`config.mk`:
```
export PLATFORM = sky130hd
export DESIGN_NAME = mptb_top
export DESIGN_NICKNAME = d
export VERILOG_FILES = /design/src/design/mptb_pkg.sv /design/src/design/mptb_if.sv /design/src/design/mptb_duty.sv /design/src/design/mptb_top.sv
export SDC_FILE = /design/constraint.sdc
export NUM_CORES = 1
export LEC_CHECK = 0
export ABC_CLOCK_PERIOD_IN_PS = 12850
export BUFFER_PORTS_ARGS = -buffer_cell sky130_fd_sc_hd__clkbuf_2
export CAP_MARGIN = 20
export CORE_UTILIZATION = 66
export DETAILED_ROUTE_END_ITERATION = 12
export PLACE_DENSITY = 0.87
export SYNTH_ARGS = -nofsm -noshare
export SYNTH_HDL_FRONTEND = slang
export SYNTH_SLANG_ARGS = --single-unit
export TNS_END_PERCENT = 30
```
`constraint.sdc`:
```
create_clock -name pclk -period 12.85 [get_ports pclk]
set_input_delay 0.6425 -clock pclk [delete_from_list [all_inputs] [get_ports pclk]]
set_output_delay 0.6425 -clock pclk [all_outputs]
set_load 0.01 [all_outputs]
```
`src/design/mptb_pkg.sv`:
```
// Package for the motor PWM time base: register map, fields, reset values.
// Assumes a single 50 MHz APB clock and 32-bit APB data.
package mptb_pkg;
  localparam logic [7:0]  MPTB_OFS_CONTROL = 8'h00;
  localparam logic [7:0]  MPTB_OFS_COUNTER = 8'h04;
  localparam logic [7:0]  MPTB_OFS_PERIOD  = 8'h08;
  localparam logic [7:0]  MPTB_OFS_DUTY1   = 8'h0C;
  localparam logic [7:0]  MPTB_OFS_DUTY2   = 8'h10;
  localparam logic [7:0]  MPTB_OFS_DUTY3   = 8'h14;
  localparam logic [7:0]  MPTB_OFS_STATUS  = 8'h18;
  // Control field positions.
  localparam int MPTB_CTL_MODE_LSB  = 0;
  localparam int MPTB_CTL_PRE_LSB   = 2;
  localparam int MPTB_CTL_POST_LSB  = 4;
  localparam int MPTB_CTL_UPDATE_DISABLE_BIT  = 14;
  localparam int MPTB_CTL_RUN_BIT   = 15;
  localparam int MPTB_CNT_DIR_BIT   = 15;
  // Reset values.
  localparam logic [14:0] MPTB_RST_COUNT  = 15'h0000;
  localparam logic [14:0] MPTB_RST_PERIOD = 15'h0000;
  localparam logic [15:0] MPTB_RST_DUTY   = 16'h0000;
  // Cycle clock is the oscillator divided by four: one pclk each.
  localparam int MPTB_CYC_DIV = 1;
  // Counting modes.
  typedef enum logic [1:0] {
    MPTB_FREE   = 2'h0,
    MPTB_SINGLE = 2'h1,
    MPTB_UPDN   = 2'h2,
    MPTB_DOUBLE = 2'h3
  } mptb_mode_e;
  // Prescale terminal value for each two-bit ratio selector.
  function automatic logic [5:0] mptb_pre_top(input logic [1:0] sel);
    case (sel)
      2'h0:    mptb_pre_top = 6'h00;
      2'h1:    mptb_pre_top = 6'h03;
      2'h2:    mptb_pre_top = 6'h0F;
      default: mptb_pre_top = 6'h3F;
    endcase
  endfunction
endpackage

```
`src/design/mptb_if.sv`:
```
// Interface carrying counter state from the time base to the duty stage.
// Assumes both ends run on pclk.
`timescale 1ns/1ps
interface mptb_tb_if;
  logic [14:0] count;
  logic [14:0] period;
  logic        wrap;
  logic        running;
  logic        edge_mode;
  logic        update_disable;
  modport src (output count, period, wrap, running, edge_mode, update_disable);
  modport dst (input count, period, wrap, running, edge_mode, update_disable);
endinterface

```
`src/design/mptb_duty.sv`:
```
// One duty generator with buffered duty value and a high/low output pair.
// Assumes time base signals arrive from logic on the same clock.
`timescale 1ns/1ps
module mptb_duty
  import mptb_pkg::*;
(
  // Clock and reset.
  input  wire logic    pclk,
  input  wire logic    presetn,
  // Time base.
  mptb_tb_if.dst       tb,
  // Buffered duty from software.
  input  wire logic [15:0] duty_buf,
  // Pair outputs.
  output logic         high_out,
  output logic         low_out
);
  typedef struct packed {
    logic [15:0] duty;
    logic        hi;
  } mptb_duty_s;
  mptb_duty_s st_reg;
  mptb_duty_s st_next;

  // Active duty loads at wrap, or continuously while stopped unless blocked.
  always_comb begin
    st_next = st_reg;
    if (tb.wrap || (!tb.running && !tb.update_disable)) begin
      st_next.duty = duty_buf;
    end
    // Stopped pairs hold high off and low on; edge mode compares against the count.
    if (!tb.running || !tb.edge_mode) begin
      st_next.hi = 1'b0;
    end else if (st_next.duty == 16'h0000) begin
      st_next.hi = 1'b0;
    end else if (st_next.duty > {1'b0, tb.period}) begin
      st_next.hi = 1'b1;
    end else if (st_next.duty == {1'b0, tb.count}) begin
      st_next.hi = 1'b0;
    end else if (tb.count == 15'h0000) begin
      st_next.hi = 1'b1;
    end
  end

  always_ff @(posedge pclk or negedge presetn) begin
    if (!presetn) begin
      st_reg <= '0;
    end else begin
      st_reg <= st_next;
    end
  end

  assign high_out = st_reg.hi;
  assign low_out  = ~st_reg.hi;
endmodule

```
`src/design/mptb_top.sv`:
```
// Motor PWM time base with edge-aligned duty outputs behind an APB slave.
// Assumes a single 50 MHz pclk; outputs drive an external gate driver.
`timescale 1ns/1ps
module mptb_top
  import mptb_pkg::*;
(
  // APB slave.
  input  wire logic        pclk,
  input  wire logic        presetn,
  input  wire logic        psel,
  input  wire logic        penable,
  input  wire logic        pwrite,
  input  wire logic [7:0]  paddr,
  input  wire logic [31:0] pwdata,
  output logic [31:0]      prdata,
  output logic             pready,
  output logic             pslverr,
  // Time base event, one-cycle pulse.
  output logic             tb_event,
  // Output pairs.
  output logic [2:0]       pair_high_out,
  output logic [2:0]       pair_low_out
);
  typedef struct packed {
    logic        run;
    logic        update_disable;
    logic [1:0]  mode;
    logic [1:0]  pre_sel;
    logic [3:0]  post_sel;
    logic [14:0] count;
    logic        dir;
    logic [14:0] period;
    logic [14:0] period_buf;
    logic [47:0] duty_buf;
    logic [5:0]  pre_cnt;
    logic [3:0]  post_cnt;
    logic        evt;
    logic        err;
    logic [31:0] rdata;
  } mptb_top_s;
  mptb_top_s st_reg;
  mptb_top_s st_next;

  mptb_tb_if tbi ();

  logic        acc;
  logic        wr;
  logic        tick;
  logic        match;
  logic        at_zero;
  logic        wrap;
  logic        raw_evt;
  logic        post_evt;
  logic        mapped;
  logic [31:0] rd_mux;

  // APB answers in the access cycle itself, no wait states.
  assign acc     = psel && penable;
  assign wr      = acc && pwrite;
  assign pready  = 1'b1;
  assign pslverr = 1'b0;

  // Terminal count of the prescaler gates every counter step.
  assign tick    = st_reg.run &&
                   (st_reg.pre_cnt == mptb_pre_top(st_reg.pre_sel));
  assign match   = (st_reg.count == st_reg.period) &&
                   (st_reg.period != 15'h0000);
  assign at_zero = (st_reg.count == 15'h0000);
  // Edge modes wrap after match; up/down modes never wrap.
  assign wrap    = tick && match && !st_reg.mode[1];

  // Event source per mode; period zero suppresses all of them.
  always_comb begin
    raw_evt = 1'b0;
    if (tick && st_reg.period != 15'h0000) begin
      case (mptb_mode_e'(st_reg.mode))
        MPTB_FREE:   raw_evt = match;
        MPTB_SINGLE: raw_evt = match;
        MPTB_UPDN:   raw_evt = at_zero && st_reg.dir;
        MPTB_DOUBLE: raw_evt = (match && !st_reg.dir) ||
                               (at_zero && st_reg.dir);
        default:     raw_evt = 1'b0;
      endcase
    end
  end

  // Postscale applies only to free-running and plain up/down (MPTB_UPDN) modes.
  assign post_evt = raw_evt &&
    ((st_reg.mode == MPTB_SINGLE) || (st_reg.mode == MPTB_DOUBLE) ||
     (st_reg.post_cnt == st_reg.post_sel));

  // Register read mux; unused bits read as zero.
  always_comb begin
    mapped = 1'b1;
    rd_mux = 32'h0000_0000;
    case (paddr)
      MPTB_OFS_CONTROL: begin
        rd_mux[MPTB_CTL_RUN_BIT]  = st_reg.run;
        rd_mux[MPTB_CTL_UPDATE_DISABLE_BIT] = st_reg.update_disable;
        rd_mux[MPTB_CTL_POST_LSB +: 4] = st_reg.post_sel;
        rd_mux[MPTB_CTL_PRE_LSB +: 2]  = st_reg.pre_sel;
        rd_mux[MPTB_CTL_MODE_LSB +: 2] = st_reg.mode;
      end
      MPTB_OFS_COUNTER: rd_mux[15:0] = {st_reg.dir, st_reg.count};
      MPTB_OFS_PERIOD:  rd_mux[14:0] = st_reg.period_buf;
      MPTB_OFS_DUTY1:   rd_mux[15:0] = st_reg.duty_buf[15:0];
      MPTB_OFS_DUTY2:   rd_mux[15:0] = st_reg.duty_buf[31:16];
      MPTB_OFS_DUTY3:   rd_mux[15:0] = st_reg.duty_buf[47:32];
      MPTB_OFS_STATUS:  rd_mux[14:0] = st_reg.period;
      default:          mapped = 1'b0;
    endcase
  end

  // Next state: counter, scalers, period buffer and register writes.
  always_comb begin
    st_next     = st_reg;
    st_next.evt = post_evt;
    // Prescaler advances every cycle clock while running.
    if (st_reg.run) begin
      st_next.pre_cnt = tick ? 6'h00 : st_reg.pre_cnt + 6'h01;
    end
    // Postscaler counts raw events in every mode, scaled or not.
    if (raw_evt) begin
      st_next.post_cnt = (st_reg.post_cnt == st_reg.post_sel) ?
                         4'h0 : st_reg.post_cnt + 4'h1;
    end
    // Counter stepping; a cleared run bit simply freezes it.
    if (tick && st_reg.period != 15'h0000) begin
      if (!st_reg.mode[1]) begin
        if (match) begin
          st_next.count = 15'h0000;
          if (st_reg.mode == MPTB_SINGLE) begin
            st_next.run = 1'b0;
          end
        end else begin
          st_next.count = st_reg.count + 15'h0001;
        end
        st_next.dir = 1'b0;
      end else if (st_reg.dir) begin
        // Turning points dwell one tick so a full cycle is twice period+1.
        if (at_zero) begin
          st_next.dir = 1'b0;
        end else begin
          st_next.count = st_reg.count - 15'h0001;
        end
      end else if (match) begin
        st_next.dir = 1'b1;
      end else begin
        st_next.count = st_reg.count + 15'h0001;
      end
    end
    // Period buffer transfer points; a zero period waits for a stop.
    if (!st_reg.run) begin
      st_next.period = st_reg.period_buf;
    end else if (st_reg.period != 15'h0000) begin
      if (wrap || (st_reg.mode[1] && at_zero)) begin
        st_next.period = st_reg.period_buf;
      end
    end
    // Register writes; hardware run clear loses to a software set.
    if (wr) begin
      case (paddr)
        MPTB_OFS_CONTROL: begin
          st_next.run      = pwdata[MPTB_CTL_RUN_BIT];
          st_next.update_disable     = pwdata[MPTB_CTL_UPDATE_DISABLE_BIT];
          st_next.post_sel = pwdata[MPTB_CTL_POST_LSB +: 4];
          st_next.pre_sel  = pwdata[MPTB_CTL_PRE_LSB +: 2];
          st_next.mode     = pwdata[MPTB_CTL_MODE_LSB +: 2];
          st_next.pre_cnt  = 6'h00;
          st_next.post_cnt = 4'h0;
        end
        MPTB_OFS_COUNTER: begin
          st_next.count    = pwdata[14:0];
          st_next.pre_cnt  = 6'h00;
          st_next.post_cnt = 4'h0;
        end
        MPTB_OFS_PERIOD: st_next.period_buf = pwdata[14:0];
        MPTB_OFS_DUTY1:  st_next.duty_buf[15:0]  = pwdata[15:0];
        MPTB_OFS_DUTY2:  st_next.duty_buf[31:16] = pwdata[15:0];
        MPTB_OFS_DUTY3:  st_next.duty_buf[47:32] = pwdata[15:0];
        default: ;
      endcase
    end
    st_next.err   = 1'b0;
    st_next.rdata = (acc && !pwrite) ? rd_mux : st_reg.rdata;
  end

  // Reset clears every counter, flag and scaler.
  always_ff @(posedge pclk or negedge presetn) begin
    if (!presetn) begin
      st_reg <= '0;
    end else begin
      st_reg <= st_next;
    end
  end

  // Read data is combinational in the access cycle so the answer is taken
  // at the same edge; the registered copy only holds the last value.
  assign prdata   = (acc && !pwrite && mapped) ? rd_mux : 32'h0000_0000;
  assign tb_event = st_reg.evt;

  // Time base view for the duty stages.
  assign tbi.count     = st_reg.count;
  assign tbi.period    = st_reg.period;
  assign tbi.wrap      = wrap;
  assign tbi.running   = st_reg.run;
  assign tbi.edge_mode = !st_reg.mode[1];
  assign tbi.update_disable      = st_reg.update_disable;

  // Three generators, one per pair.
  genvar g;
  generate
    for (g = 0; g < 3; g++) begin : gen_duty
      mptb_duty u_duty (
        .pclk     (pclk),
        .presetn  (presetn),
        .tb       (tbi),
        .duty_buf (st_reg.duty_buf[16*g +: 16]),
        .high_out (pair_high_out[g]),
        .low_out  (pair_low_out[g])
      );
    end
  endgenerate
endmodule

```
==> impl_metrics.toml <==
[outcome]
status = "finished clean"

[sta]
maxSlewHeadroom = 0.308
final-setup-viol-count = 0
tns_ns = 0
fin_worst_skew_ns = 0.0125
max_freq_mhz = 188
fin_crit_sh = 0.414
hold_violations = 0
period_minus_slack_ns = 5.32
holdWs_ns = 0.303
drv_slew = 0
worst_slew_pin_slew_ns = 1.03
grt_setup_unrepaired = "false"
layout_setup_ws_ns = 7.53

[clock_network]
cts_tree = "built"
ctsHoldBuffers = 0
cts_buffers = 17
clock_latency_ns = 0.44
cts-htree-levels = 4
clk_path_buf_depth = 2
clkSinkCount = 166
root_buffer = "clkbuf_16"
clk_pin_slew_ns = 0.08
cts_setup_buffers = 0
cts-resized-gates = 0

[synthesis]
ys_ff_latch = 166
synth-main-ff-cell = "dfrtp_1"
ys_top_cells_by_area = "dfrtp_1 (38%), mux2_2 (8.0%), ha_1 (5.7%)"
synth_top_area_share = 0.380
ys_seq_area_frac = 0.380
netlist_area_mm2 = 0.0109
synth-async-reset-ratio = 1.00
synth_enable_flop_cells = 0
syn_area_per_cell_um2 = 9.00
yosysUniqueCellTypes = 75
synth_area_leader_cell = "dfrtp_1"
yosys-top-cells-count = "dfrtp_1 (166), nand2_1 (158), mux2_2 (78), o21ai_0 (70), nor2_1 (61)"
yosysMostFrequentCell = "dfrtp_1"
synth_warnings = 0
syn_inst = 1216

[finish]
diodes = 0
regArea_mm2 = 0.00415
utilization = 0.738
fillers = 1200
multi_input_area_mm2 = 0.00617
syn2layout_area_growth_pct = 8.30
drive_gt1_frac = 0.160
final_nets = 1327
largest_reg_flops = 82

[placed_design]
dp_slack_ns = 7.79
hpwlAfterDp_mm = 28.1
gp_congestion = 1.03
port_buffers = 51

[worst_setup_path]
required_ns = 13.18
reg2reg_to = "gen_duty[0].u_duty.high_out$_DFFE_PN0P_"
cp.arrival_ns = 5.65
crit_start = "tbi.count[3]$_DFF_PN0_"
cp-end-kind = "flop"
r2r_slack_ns = 7.53
start_kind = "flop"
crit_path_end = "gen_duty[0].u_duty.high_out$_DFFE_PN0P_"
rr_startpoint = "tbi.count[3]$_DFF_PN0_"
r2r_cells = 16
worstPathMaxFanout = 33
worstSetupPathType = "flop to flop"

[power]
p_comb_frac = 0.097
seqPwrFrac = 0.463
vdd_ir_drop_max_uv = 112
sw_frac_of_total = 0.298
p_int_mw = 0.839
powerDensity_mw_per_mm2 = 101
p_leak_nw = 5.50
clockPowerShare = 0.440
total_power_mw = 1.20
power.switching_mw = 0.356

[global_routing]
grt_pass1_wl_mm = 59.3
grt_usage = 0.484
grt_max_degree = 102
grt_pass1_vias = 10117
grt_overflow = 0
antenna_found_initial = 0

[floorplanning]
io_pins = 86
die-area_mm2 = 0.0171
start_util = 0.681
chipWidth_um = 131
core_mm2 = 0.0161
core.rowCount = 46
fp.dieH_um = 131

[min_path]
hp-class = "primary input to async pin"

[drt]
wl_met3_mm = 5.95
routed_wl_mm = 40.1
drtIter0Drc = 1619
wl_met2_mm = 16.8
via_per_inst = 7.33
top_layer = "met4"
first_pass_iters = 7
m1WireLength_mm = 14.5
vias = 10707
drc_errors = 0
postRouteAntennaNets = 0
wl_per_cell_um = 27.4

[job]
maxCapViolCount = 0
==> metal layers <==
layer | up-vias | global-route usage
li1 | 4477 | -
met1 | 5071 | 0.615
met2 | 933 | 0.699
met3 | 226 | 0.181
met4 | 0 | 0.297
met5 | - | 0
==> power by group through the flow <==
| stage | clock network (mW) | registers [mW] | logic (mW) |
|---|---|---|---|
| floorplan | 0 | 0.554 | 0.0742 |
| global placement | 0 | 0.561 | 0.109 |
| detailed placement | 0 | 0.561 | 0.112 |
| CTS | 0.522 | 0.551 | 0.113 |
| global route | 0.540 | 0.553 | 0.127 |
| finish | 0.526 | 0.553 | 0.116 |
==> through the flow <==
stage          cells  instance area, um2
2_1_floorplan   1232               11000
3_3_place_gp    1427               11200
3_5_place_dp    1428               11200
4_1_cts         1460               11800
5_1_grt         1461               11900
6_report        1461               11900
==> worst max-delay path, stage by stage (launching register included) <==
cell	delay (ns)
dfrtp_1	0.88
xor2_1	0.17
nor4_2	0.60
nand4b_4	0.49
nand2_1	0.40
buf_4	0.43
mux2_2	0.42
ha_1	0.29
a21o_1	0.18
a21o_1	0.18
a21o_1	0.17
a21oi_1	0.13
o21ai_0	0.10
a211oi_1	0.19
o21ai_0	0.19
o31a_1	0.27
o21a_1	0.11
==> worst min path at each step <==
| stage | from | to |
|---|---|---|
| floorplan | presetn | gen_duty[0].u_duty.high_out$_DFFE_PN0P_ |
| global placement | st_reg[96]$_DFFE_PN0P_ | tbi.period[4]$_DFFE_PN0P_ |
| detailed placement | st_reg[95]$_DFFE_PN0P_ | tbi.period[3]$_DFFE_PN0P_ |
| CTS | presetn | gen_duty[2].u_duty.st_reg[16]$_DFF_PN0_ |
| global route | presetn | gen_duty[2].u_duty.st_reg[5]$_DFF_PN0_ |
| finish | presetn | gen_duty[2].u_duty.st_reg[5]$_DFF_PN0_ |
==> final cells by class <==
cell class                 instances  area share
sequential                       166       0.351
timing repair buffer              74      0.0373
tap                              216      0.0228
multi-input combinational        916       0.521
clock inverter                    15      0.0145
clock buffer                      17      0.0359
inverter                          57      0.0181
==> logic make-up (layout without fill, tap and decap cells) <==
logic type	count (synthesis)	after routing	share of synthesized area
xor+xnor	54	54	0.0432
mux	86	86	0.0880
compound gates	299	299	0.184
other cells	2	18	0.000686
buf+inv	150	163	0.0625
flops	166	166	0.380
simple gates	409	409	0.185
fa+ha+maj	50	50	0.0572
==> layout by cell type, fill, tap and decap left out, types with 25 or more instances in the layout <==
master    Yosys  routed
nand3_1      32      32
nor4_1       40      40
a21oi_1      44      44
a22oi_1      40      40
nor2_1       61      61
clkbuf_2      0      50
ha_1         50      50
inv_1        54      54
dfrtp_1     166     166
nand2_1     158     158
o21ai_0      70      69
mux2_2       78      78
xor2_1       31      31
a31oi_1      25      25
(Power assumes the default switching activity.)
